--- config.mk ---
export PLATFORM = sky130hd
export DESIGN_NAME = mcc_top
export DESIGN_NICKNAME = d
export VERILOG_FILES = /design/src/rtl/mcc_top.v /design/src/rtl/mcc_sync.v /design/src/rtl/mcc_ov_hold.v
export VERILOG_INCLUDE_DIRS = /design/src /design/src/rtl
export SDC_FILE = /design/constraint.sdc
export NUM_CORES = 1
export LEC_CHECK = 0
export BUFFER_PORTS_ARGS = -buffer_cell sky130_fd_sc_hd__buf_2
export CAP_MARGIN = 20
export CORE_ASPECT_RATIO = 1.5
export CORE_UTILIZATION = 40
export DETAILED_ROUTE_END_ITERATION = 12
export GPL_TIMING_DRIVEN = 0
export PLACE_DENSITY = 0.66
export REMOVE_ABC_BUFFERS = 1
export SETUP_SLACK_MARGIN = 0.2
export SYNTH_ARGS = -nofsm -noshare
export SYNTH_HDL_FRONTEND = slang
export SYNTH_SLANG_ARGS = --single-unit
--- constraint.sdc ---
create_clock -name clk -period 1.12 [get_ports clk]
set_clock_uncertainty 0.05 [all_clocks]
set_input_delay 0.336 -clock clk [delete_from_list [all_inputs] [get_ports clk]]
set_output_delay 0.336 -clock clk [all_outputs]
set_load 0.01 [all_outputs]
--- src/rtl/mcc_map.vh ---
// Command codes, field positions and reset values of the converter config bits
`ifndef MCC_MAP_VH
`define MCC_MAP_VH

`define MCC_CMD_MARGIN_HIGH   8'hd5
`define MCC_CMD_MARGIN_LOW    8'hd6
`define MCC_CMD_MISC_OPTIONS  8'hf0
`define MCC_CMD_STORE_ALL     8'h11
`define MCC_CMD_RESTORE_ALL   8'h12
`define MCC_CMD_CLEAR_FAULTS  8'h03

`define MCC_MISC_RESET        16'h0013
`define MCC_MISC_WMASK        16'h01d7
`define MCC_BIT_OV_RELEASE    0
`define MCC_BIT_TRIM_LO       1
`define MCC_BIT_TRIM_HI       2
`define MCC_BIT_AVS_USER      4
`define MCC_BIT_FORCE_OUT     6
`define MCC_BIT_FORCE_IN      7
`define MCC_BIT_SYNC_FLT_DIS  8

`define MCC_MARGIN_LO_SEL0    16'hfff7
`define MCC_MARGIN_LO_SEL1    16'hfff1
`define MCC_MARGIN_HI_SEL0    16'h0009
`define MCC_MARGIN_HI_SEL1    16'h000f

`define MCC_RANGE_AUTO        2'h0
`define MCC_RANGE_EIGHTH      2'h1
`define MCC_RANGE_QUARTER     2'h2
`define MCC_RANGE_HALF        2'h3
`define MCC_SCALE_ONE         2'h0
`define MCC_SCALE_HALF        2'h1
`define MCC_SCALE_QUARTER     2'h2
`define MCC_DIV_HALF          2'h1
`define MCC_DIV_QUARTER       2'h2
`define MCC_DIV_EIGHTH        2'h3

`endif

--- src/rtl/mcc_top.v ---
// Configuration register bank and option logic of the converter controller
`timescale 1ns/10ps
`include "mcc_map.vh"
module mcc_top (
  input  wire        clk,
  input  wire        rst_b,
  // Host command port
  input  wire        cmd_wr_stb,
  input  wire        cmd_rd_stb,
  input  wire [7:0]  cmd_code,
  input  wire [15:0] cmd_wdata,
  output reg  [15:0] cmd_rdata,
  output reg         cmd_rvalid,
  output reg         cmd_unsupported,
  // Nonvolatile store
  output reg         nvm_store_stb,
  output reg  [15:0] nvm_store_data,
  // Loose configuration bits of the neighbouring register
  input  wire [1:0]  vout_meas_divider_sel,
  input  wire [1:0]  vout_scale_loop_sel,
  input  wire        restore_vout_on_shutdown,
  input  wire        low_margin_restore_sel,
  input  wire        high_margin_restore_sel,
  output reg  [1:0]  vout_meas_div,
  // Shutdown causes
  input  wire        fault_shutdown_evt,
  input  wire        fault_restart_evt,
  input  wire        ctrl_shutdown_evt,
  input  wire        low_vin_evt,
  output reg         vout_cmd_restore_stb,
  // Margin registers to the reference logic
  output reg  [15:0] step_margin_high,
  output reg  [15:0] step_margin_low,
  // Overvoltage handling
  input  wire        ov_fault_evt,
  input  wire        ov_resp_ignore,
  input  wire        startup_evt,
  input  wire        disabled_state,
  input  wire        fdbk_low_0p2,
  output reg         lfet_force_on,
  // Overcurrent trim and ramp shifter
  output reg  [1:0]  high_side_overcurrent_trim,
  input  wire        drivers_switching,
  output reg         ramp_level_shifter_en,
  // Shared synchronisation pin
  input  wire        free_run_clk,
  input  wire        sync_pin_in,
  output reg         sync_pin_out,
  output reg         sync_pin_oe,
  output reg         ext_clk_sel,
  output reg         ext_clk,
  input  wire        sync_fault_raw,
  output reg         sync_fault_status,
  output reg         sync_fault_resp
);
  reg  [15:0] misc_options_reg;
  reg  [15:0] misc_options_next;
  reg  [15:0] margin_high_next;
  reg  [15:0] margin_low_next;
  reg         restore_pend_reg;
  reg         switching_d_reg;
  reg  [1:0]  div_next;
  wire [1:0]  pin_sync;
  wire        lfet_hold;
  wire        wr_misc;
  wire        wr_high;
  wire        wr_low;
  wire        do_restore;
  wire        clear_faults_stb;
  wire        shutdown_evt;

  assign wr_misc = cmd_wr_stb && (cmd_code == `MCC_CMD_MISC_OPTIONS);
  assign wr_high = cmd_wr_stb && (cmd_code == `MCC_CMD_MARGIN_HIGH);
  assign wr_low  = cmd_wr_stb && (cmd_code == `MCC_CMD_MARGIN_LOW);
  assign clear_faults_stb = cmd_wr_stb && (cmd_code == `MCC_CMD_CLEAR_FAULTS);
  // Power-on and restore-all both reload margins from the select bits
  assign do_restore = restore_pend_reg ||
                      (cmd_wr_stb && (cmd_code == `MCC_CMD_RESTORE_ALL));
  assign shutdown_evt = fault_shutdown_evt || fault_restart_evt ||
                        ctrl_shutdown_evt || low_vin_evt;

  // Feedback comparator and sync pin come from outside the clock domain
  mcc_sync #(
    .WIDTH (2)
  ) u_pin_sync (
    .clk      (clk),
    .rst_b    (rst_b),
    .async_in ({sync_pin_in, fdbk_low_0p2}),
    .sync_out (pin_sync)
  );

  mcc_ov_hold u_ov_hold (
    .clk               (clk),
    .rst_b             (rst_b),
    .ov_fault_evt      (ov_fault_evt),
    .ov_resp_ignore    (ov_resp_ignore),
    .release_policy    (misc_options_reg[`MCC_BIT_OV_RELEASE]),
    .startup_evt       (startup_evt),
    .clear_faults_stb  (clear_faults_stb),
    .disabled_state    (disabled_state),
    .fdbk_low_0p2_sync (pin_sync[0]),
    .lfet_force_on     (lfet_hold)
  );

  // Register next values
  always @* begin
    misc_options_next = misc_options_reg;
    if (wr_misc)
      misc_options_next = cmd_wdata & `MCC_MISC_WMASK;
    margin_high_next = step_margin_high;
    margin_low_next  = step_margin_low;
    if (do_restore) begin
      margin_low_next = low_margin_restore_sel ? `MCC_MARGIN_LO_SEL1
                                               : `MCC_MARGIN_LO_SEL0;
      margin_high_next = high_margin_restore_sel ? `MCC_MARGIN_HI_SEL1
                                                 : `MCC_MARGIN_HI_SEL0;
    end
    if (wr_high)
      margin_high_next = cmd_wdata;
    if (wr_low)
      margin_low_next = cmd_wdata;
  end

  // Measurement divider selection
  always @* begin
    case (vout_meas_divider_sel)
      `MCC_RANGE_HALF:    div_next = `MCC_DIV_HALF;
      `MCC_RANGE_QUARTER: div_next = `MCC_DIV_QUARTER;
      `MCC_RANGE_EIGHTH:  div_next = `MCC_DIV_EIGHTH;
      default: begin
        case (vout_scale_loop_sel)
          `MCC_SCALE_ONE:     div_next = `MCC_DIV_HALF;
          `MCC_SCALE_HALF:    div_next = `MCC_DIV_QUARTER;
          `MCC_SCALE_QUARTER: div_next = `MCC_DIV_EIGHTH;
          default:            div_next = `MCC_DIV_EIGHTH;
        endcase
      end
    endcase
  end

  always @(posedge clk or negedge rst_b) begin
    if (!rst_b) begin
      misc_options_reg <= `MCC_MISC_RESET;
      step_margin_high <= `MCC_MARGIN_HI_SEL0;
      step_margin_low  <= `MCC_MARGIN_LO_SEL0;
      restore_pend_reg <= 1'b1;
    end else begin
      misc_options_reg <= misc_options_next;
      step_margin_high <= margin_high_next;
      step_margin_low  <= margin_low_next;
      restore_pend_reg <= 1'b0;
    end
  end

  // Command readback and nonvolatile store
  always @(posedge clk or negedge rst_b) begin
    if (!rst_b) begin
      cmd_rdata       <= 16'h0000;
      cmd_rvalid      <= 1'b0;
      cmd_unsupported <= 1'b0;
      nvm_store_stb   <= 1'b0;
      nvm_store_data  <= 16'h0000;
    end else begin
      cmd_rvalid      <= cmd_rd_stb;
      cmd_unsupported <= 1'b0;
      if (cmd_rd_stb) begin
        case (cmd_code)
          `MCC_CMD_MARGIN_HIGH:  cmd_rdata <= step_margin_high;
          `MCC_CMD_MARGIN_LOW:   cmd_rdata <= step_margin_low;
          `MCC_CMD_MISC_OPTIONS: cmd_rdata <= misc_options_reg;
          default: begin
            cmd_rdata       <= 16'h0000;
            cmd_unsupported <= 1'b1;
          end
        endcase
      end
      nvm_store_stb <= cmd_wr_stb && (cmd_code == `MCC_CMD_STORE_ALL);
      if (cmd_wr_stb && (cmd_code == `MCC_CMD_STORE_ALL))
        nvm_store_data <= misc_options_reg;
    end
  end

  // Option outputs
  always @(posedge clk or negedge rst_b) begin
    if (!rst_b) begin
      vout_meas_div              <= `MCC_DIV_HALF;
      vout_cmd_restore_stb       <= 1'b0;
      lfet_force_on              <= 1'b0;
      high_side_overcurrent_trim <= 2'h0;
      switching_d_reg            <= 1'b0;
      ramp_level_shifter_en      <= 1'b0;
      sync_pin_out               <= 1'b0;
      sync_pin_oe                <= 1'b0;
      ext_clk_sel                <= 1'b0;
      ext_clk                    <= 1'b0;
      sync_fault_status          <= 1'b0;
      sync_fault_resp            <= 1'b0;
    end else begin
      vout_meas_div        <= div_next;
      vout_cmd_restore_stb <= restore_vout_on_shutdown && shutdown_evt;
      lfet_force_on        <= lfet_hold;
      high_side_overcurrent_trim <=
        misc_options_reg[`MCC_BIT_TRIM_HI:`MCC_BIT_TRIM_LO];
      switching_d_reg <= drivers_switching;
      // Sample only at the start of switching
      if (drivers_switching && !switching_d_reg)
        ramp_level_shifter_en <= misc_options_reg[`MCC_BIT_AVS_USER];
      sync_pin_oe  <= misc_options_reg[`MCC_BIT_FORCE_OUT];
      sync_pin_out <= misc_options_reg[`MCC_BIT_FORCE_OUT] & free_run_clk;
      ext_clk_sel  <= misc_options_reg[`MCC_BIT_FORCE_IN];
      ext_clk      <= misc_options_reg[`MCC_BIT_FORCE_IN] & pin_sync[1];
      sync_fault_status <= sync_fault_raw &&
                           !misc_options_reg[`MCC_BIT_SYNC_FLT_DIS];
      sync_fault_resp   <= sync_fault_raw &&
                           !misc_options_reg[`MCC_BIT_SYNC_FLT_DIS];
    end
  end
endmodule // mcc_top

--- src/rtl/mcc_sync.v ---
// Two-stage synchroniser for asynchronous pin levels
`timescale 1ns/10ps
module mcc_sync #(
  parameter WIDTH = 1
) (
  input  wire             clk,
  input  wire             rst_b,
  input  wire [WIDTH-1:0] async_in,
  output reg  [WIDTH-1:0] sync_out
);
  reg [WIDTH-1:0] meta_reg;

  always @(posedge clk or negedge rst_b) begin
    if (!rst_b) begin
      meta_reg <= {WIDTH{1'b0}};
      sync_out <= {WIDTH{1'b0}};
    end else begin
      meta_reg <= async_in;
      sync_out <= meta_reg;
    end
  end
endmodule // mcc_sync

--- src/rtl/mcc_ov_hold.v ---
// Low-side FET hold after an output overvoltage fault
`timescale 1ns/10ps
module mcc_ov_hold (
  input  wire clk,
  input  wire rst_b,
  input  wire ov_fault_evt,
  input  wire ov_resp_ignore,
  input  wire release_policy,
  input  wire startup_evt,
  input  wire clear_faults_stb,
  input  wire disabled_state,
  input  wire fdbk_low_0p2_sync,
  output reg  lfet_force_on
);
  reg lfet_next;

  always @* begin
    lfet_next = lfet_force_on;
    if (lfet_force_on) begin
      if (!release_policy) begin
        if (startup_evt || (clear_faults_stb && disabled_state))
          lfet_next = 1'b0;
      end else if (fdbk_low_0p2_sync) begin
        lfet_next = 1'b0;
      end
    end
    // New fault wins over any release in the same cycle
    if (ov_fault_evt && !ov_resp_ignore)
      lfet_next = 1'b1;
  end

  always @(posedge clk or negedge rst_b) begin
    if (!rst_b)
      lfet_force_on <= 1'b0;
    else
      lfet_force_on <= lfet_next;
  end
endmodule // mcc_ov_hold

==> metrics.cfg <==
[outcome]
violations=hold timing, setup timing
status=complete, but fails checks

[yosys]
synth_area_um2=3508
syn_inst=271
synth.avg_cell_area_um2=12.95
async_reset_ff_share_pct=100.0
yosysTopAreaCellShare_pct=44.22
yosysWarningCount=0
synth_seq_area_share_pct=60.70
synth-seq-cells=84
synth_ff_type=dfrtp_1
synth_enable_flop_cells=0
ys_types=49
ys_top_cells_by_area=dfrtp_1, dfstp_2, a22o_1, a22oi_1, o22a_1
synth_area_leader_cell=dfrtp_1

[pwr]
pwr-share-seq_pct=46.5
comb_power_share_pct=9.7
p_int_mw=5.279
power_density_nw_per_um2=1214
swShare_pct=22.52
clkPwrFrac_pct=43.8
p_leak_nw=2.772
irDropWorstVdd_v=0.0009009
p_sw_mw=1.534

[floorplanning]
die_h_um=116.7
rows=41
die_width_um=78.47
initial_core_util_pct=41.45
dieArea_um2=9157
core-area_um2=8464
boundaryPins=128

[sta]
fin_hold_ws_ns=-0.1230
relSlewSlack_pct=61.14
post-route-period-util_pct=124.8
hold_viol_final=17
worstMarginPinSlew_ns=0.5828
setup_viol=135
max_freq_ghz=0.7155
period_minus_slack_ns=1.398
finalMaxSlewViolations=0
setup_slack_ns=-0.2776
rsz0062_at_grt=yes

[detailed_routing]
drt_iter0_markers=172
via_per_inst=5.169
routed_wirelength_um=10580
postRouteAntennaNets=0
wl_per_cell_um=18.39
drc=0
num_vias=2972
first_pass_iters=4

[critical_path]
worstReg2RegEnd=cmd_rdata[1]
r2r_cells=4
r2r_slack_ns=-0.13
critPathLaunchType=input pin
path_class=in2reg
crit_arrival_ns=1.56
end_kind=flop
crit_path_max_fanout=7
max_stage_delay_ns=0.57
cp_cell_sequence=buf_8, or4b_4, nor2_8, nand2_8, mux2_4
reg2reg_from=step_margin_high[1]
cpMaxStageDelayCell=or4b_4
critPathRequiredTime_ns=1.28

[min_path]
hp-class=in2async

[cts]
numCtsBuffers=9
cts_root_buf=clkbuf_16
clk_path_buf_depth=2
clkTransAtPathRegs_ns=0.06
htreeDepth=3
numClockSinks=84
tritoncts=yes
insertion_delay_ns=0.33

[grt]
grt_pass1_wl_um=16260
grt_max_degree=58
overflow=0
grt_antenna_before_repair=0
grt_usage_pct=23.99
grt_pass1_vias=3065

[job]
cap_violations=0

[final_layout]
instances_no_fill=575
nNetsFinal=514
final_area_um2=5613
antenna_cells=0
fin_util_pct=66.31
drive_gt1_share_pct=63.25
fillers=658
largestRegisters=cmd_rdata: 16 flops, step_margin_high: 16 flops, step_margin_low: 16 flops
syn2layout_area_growth_pct=59.99

[place]
io_buffers=118
gp_congestion=0.7507
placed_cell_area_um2=4140
dp.cells=480
hpwl_um=5746

per-stage QoR:
| step | power (mW) | TNS, ns | setup slack, ns |
|---|---|---|---|
| floorplan | 3.388 | -37.21 | -0.8135 |
| finish | 6.813 | -22.21 | -0.2776 |
| CTS | 6.815 | -21.64 | -0.2922 |
| detailed placement | 3.674 | -80.81 | -1.803 |
| global route | 7.060 | -24.82 | -0.2810 |
| global placement | 3.646 | -151.15 | -1.787 |
worst max-delay path: cells and delay by family:
| family | cells | cell delay (ns) |
|---|---|---|
| simple gates | 3 | 0.82 |
| mux | 1 | 0.30 |
| buf+inv | 1 | 0.10 |
per-layer routing:
| layer | global-route usage [%] | share of wire, % | wire [um] |
|---|---|---|---|
| met2 | 41.23 | 54 | 5727 |
| met1 | 28.18 | 37 | 3915 |
| met4 | 12.59 | 3.4 | 359 |
| met5 | 0 | 0 | 0 |
| met3 | 5.078 | 5.4 | 572 |
how the worst max path moves through the flow:
stage	start	to	slack, ns
global placement	cmd_code[0]	step_margin_low[0]	-1.79
global route	cmd_code[0]	misc_options_reg[6]	-0.28
CTS	cmd_code[0]	misc_options_reg[6]	-0.29
floorplan	cmd_code[0]	step_margin_low[0]	-0.81
finish	cmd_code[0]	misc_options_reg[2]	-0.28
detailed placement	cmd_code[0]	step_margin_low[12]	-1.80
kinds of logic after synthesis:
group | share of synthesized area (%)
simple gates | 6.848
buf+inv | 7.026
compound gates | 18.40
fa+ha+maj | 1.070
other cells | 0.1069
mux | 5.849
flops | 60.70
cell usage in the layout, fill, tap and decap left out, types with 2 or more instances in the layout:
cell / n
a21oi_1: 2
buf_6: 44
inv_1: 24
buf_4: 62
clkbuf_8: 2
clkbuf_16: 9
buf_2: 84
a22oi_1: 15
o21ai_2: 2
and3_4: 3
a22o_1: 20
a21o_4: 2
buf_8: 2
clkinv_2: 2
conb_1: 10
o22ai_2: 16
dfrtp_1: 62
nand4_1: 3
nor2b_4: 2
dfstp_2: 22
nand2_4: 4
a22oi_2: 3
nor2_1: 2
o22ai_1: 2
mux2_4: 14
and2_1: 3
ha_1: 3
o21ai_1: 2
o22a_1: 14
Yosys cell counts (2+ instances only):
master and n:
nand2_1 4, buf_4 12, dfrtp_1 62, o22a_1 14, and2_1 3, dfstp_2 22
o21ai_0 3, and3_1 3, clkbuf_1 2, inv_1 24, a22oi_1 18, nand4_1 2
o22ai_1 18, buf_2 10, nor2b_1 3, ha_1 3, a22o_1 20, a21oi_1 3
mux2_2 3, mux2_1 5, nor2_1 2, mux2_4 7, and4b_1 2
power groups by stage:
| stage | Sequential [mW] | Clock (mW) | Combinational (mW) |
|---|---|---|---|
| 2_1_floorplan | 3.23 | 0 | 0.153 |
| 3_3_place_gp | 3.21 | 0 | 0.434 |
| 3_5_place_dp | 3.22 | 0 | 0.458 |
| 4_1_cts | 3.17 | 3.03 | 0.618 |
| 5_1_grt | 3.17 | 3.17 | 0.711 |
| 6_report | 3.17 | 2.98 | 0.663 |
area by class of cell:
type                            count  area [um2]  share of cell area [%]
Sequential cell                    84        2130                   37.94
Multi-Input combinational cell    149        1489                   26.53
Inverter                           24       90.09                   1.605
Timing Repair Buffer              195        1466                   26.13
Clock buffer                       12       256.5                   4.570
Tap cell                          107       133.9                   2.385
Clock inverter                      4       47.55                  0.8471
timing repair:
item,in CTS,in global routing
endpoints found under the setup margin,136,136
hold endpoints to repair,17,17
cloned,4,0
buffers inserted,57,18
resized for setup,98,28
pin swaps,29,13
Power figures use the tool's default switching activity.
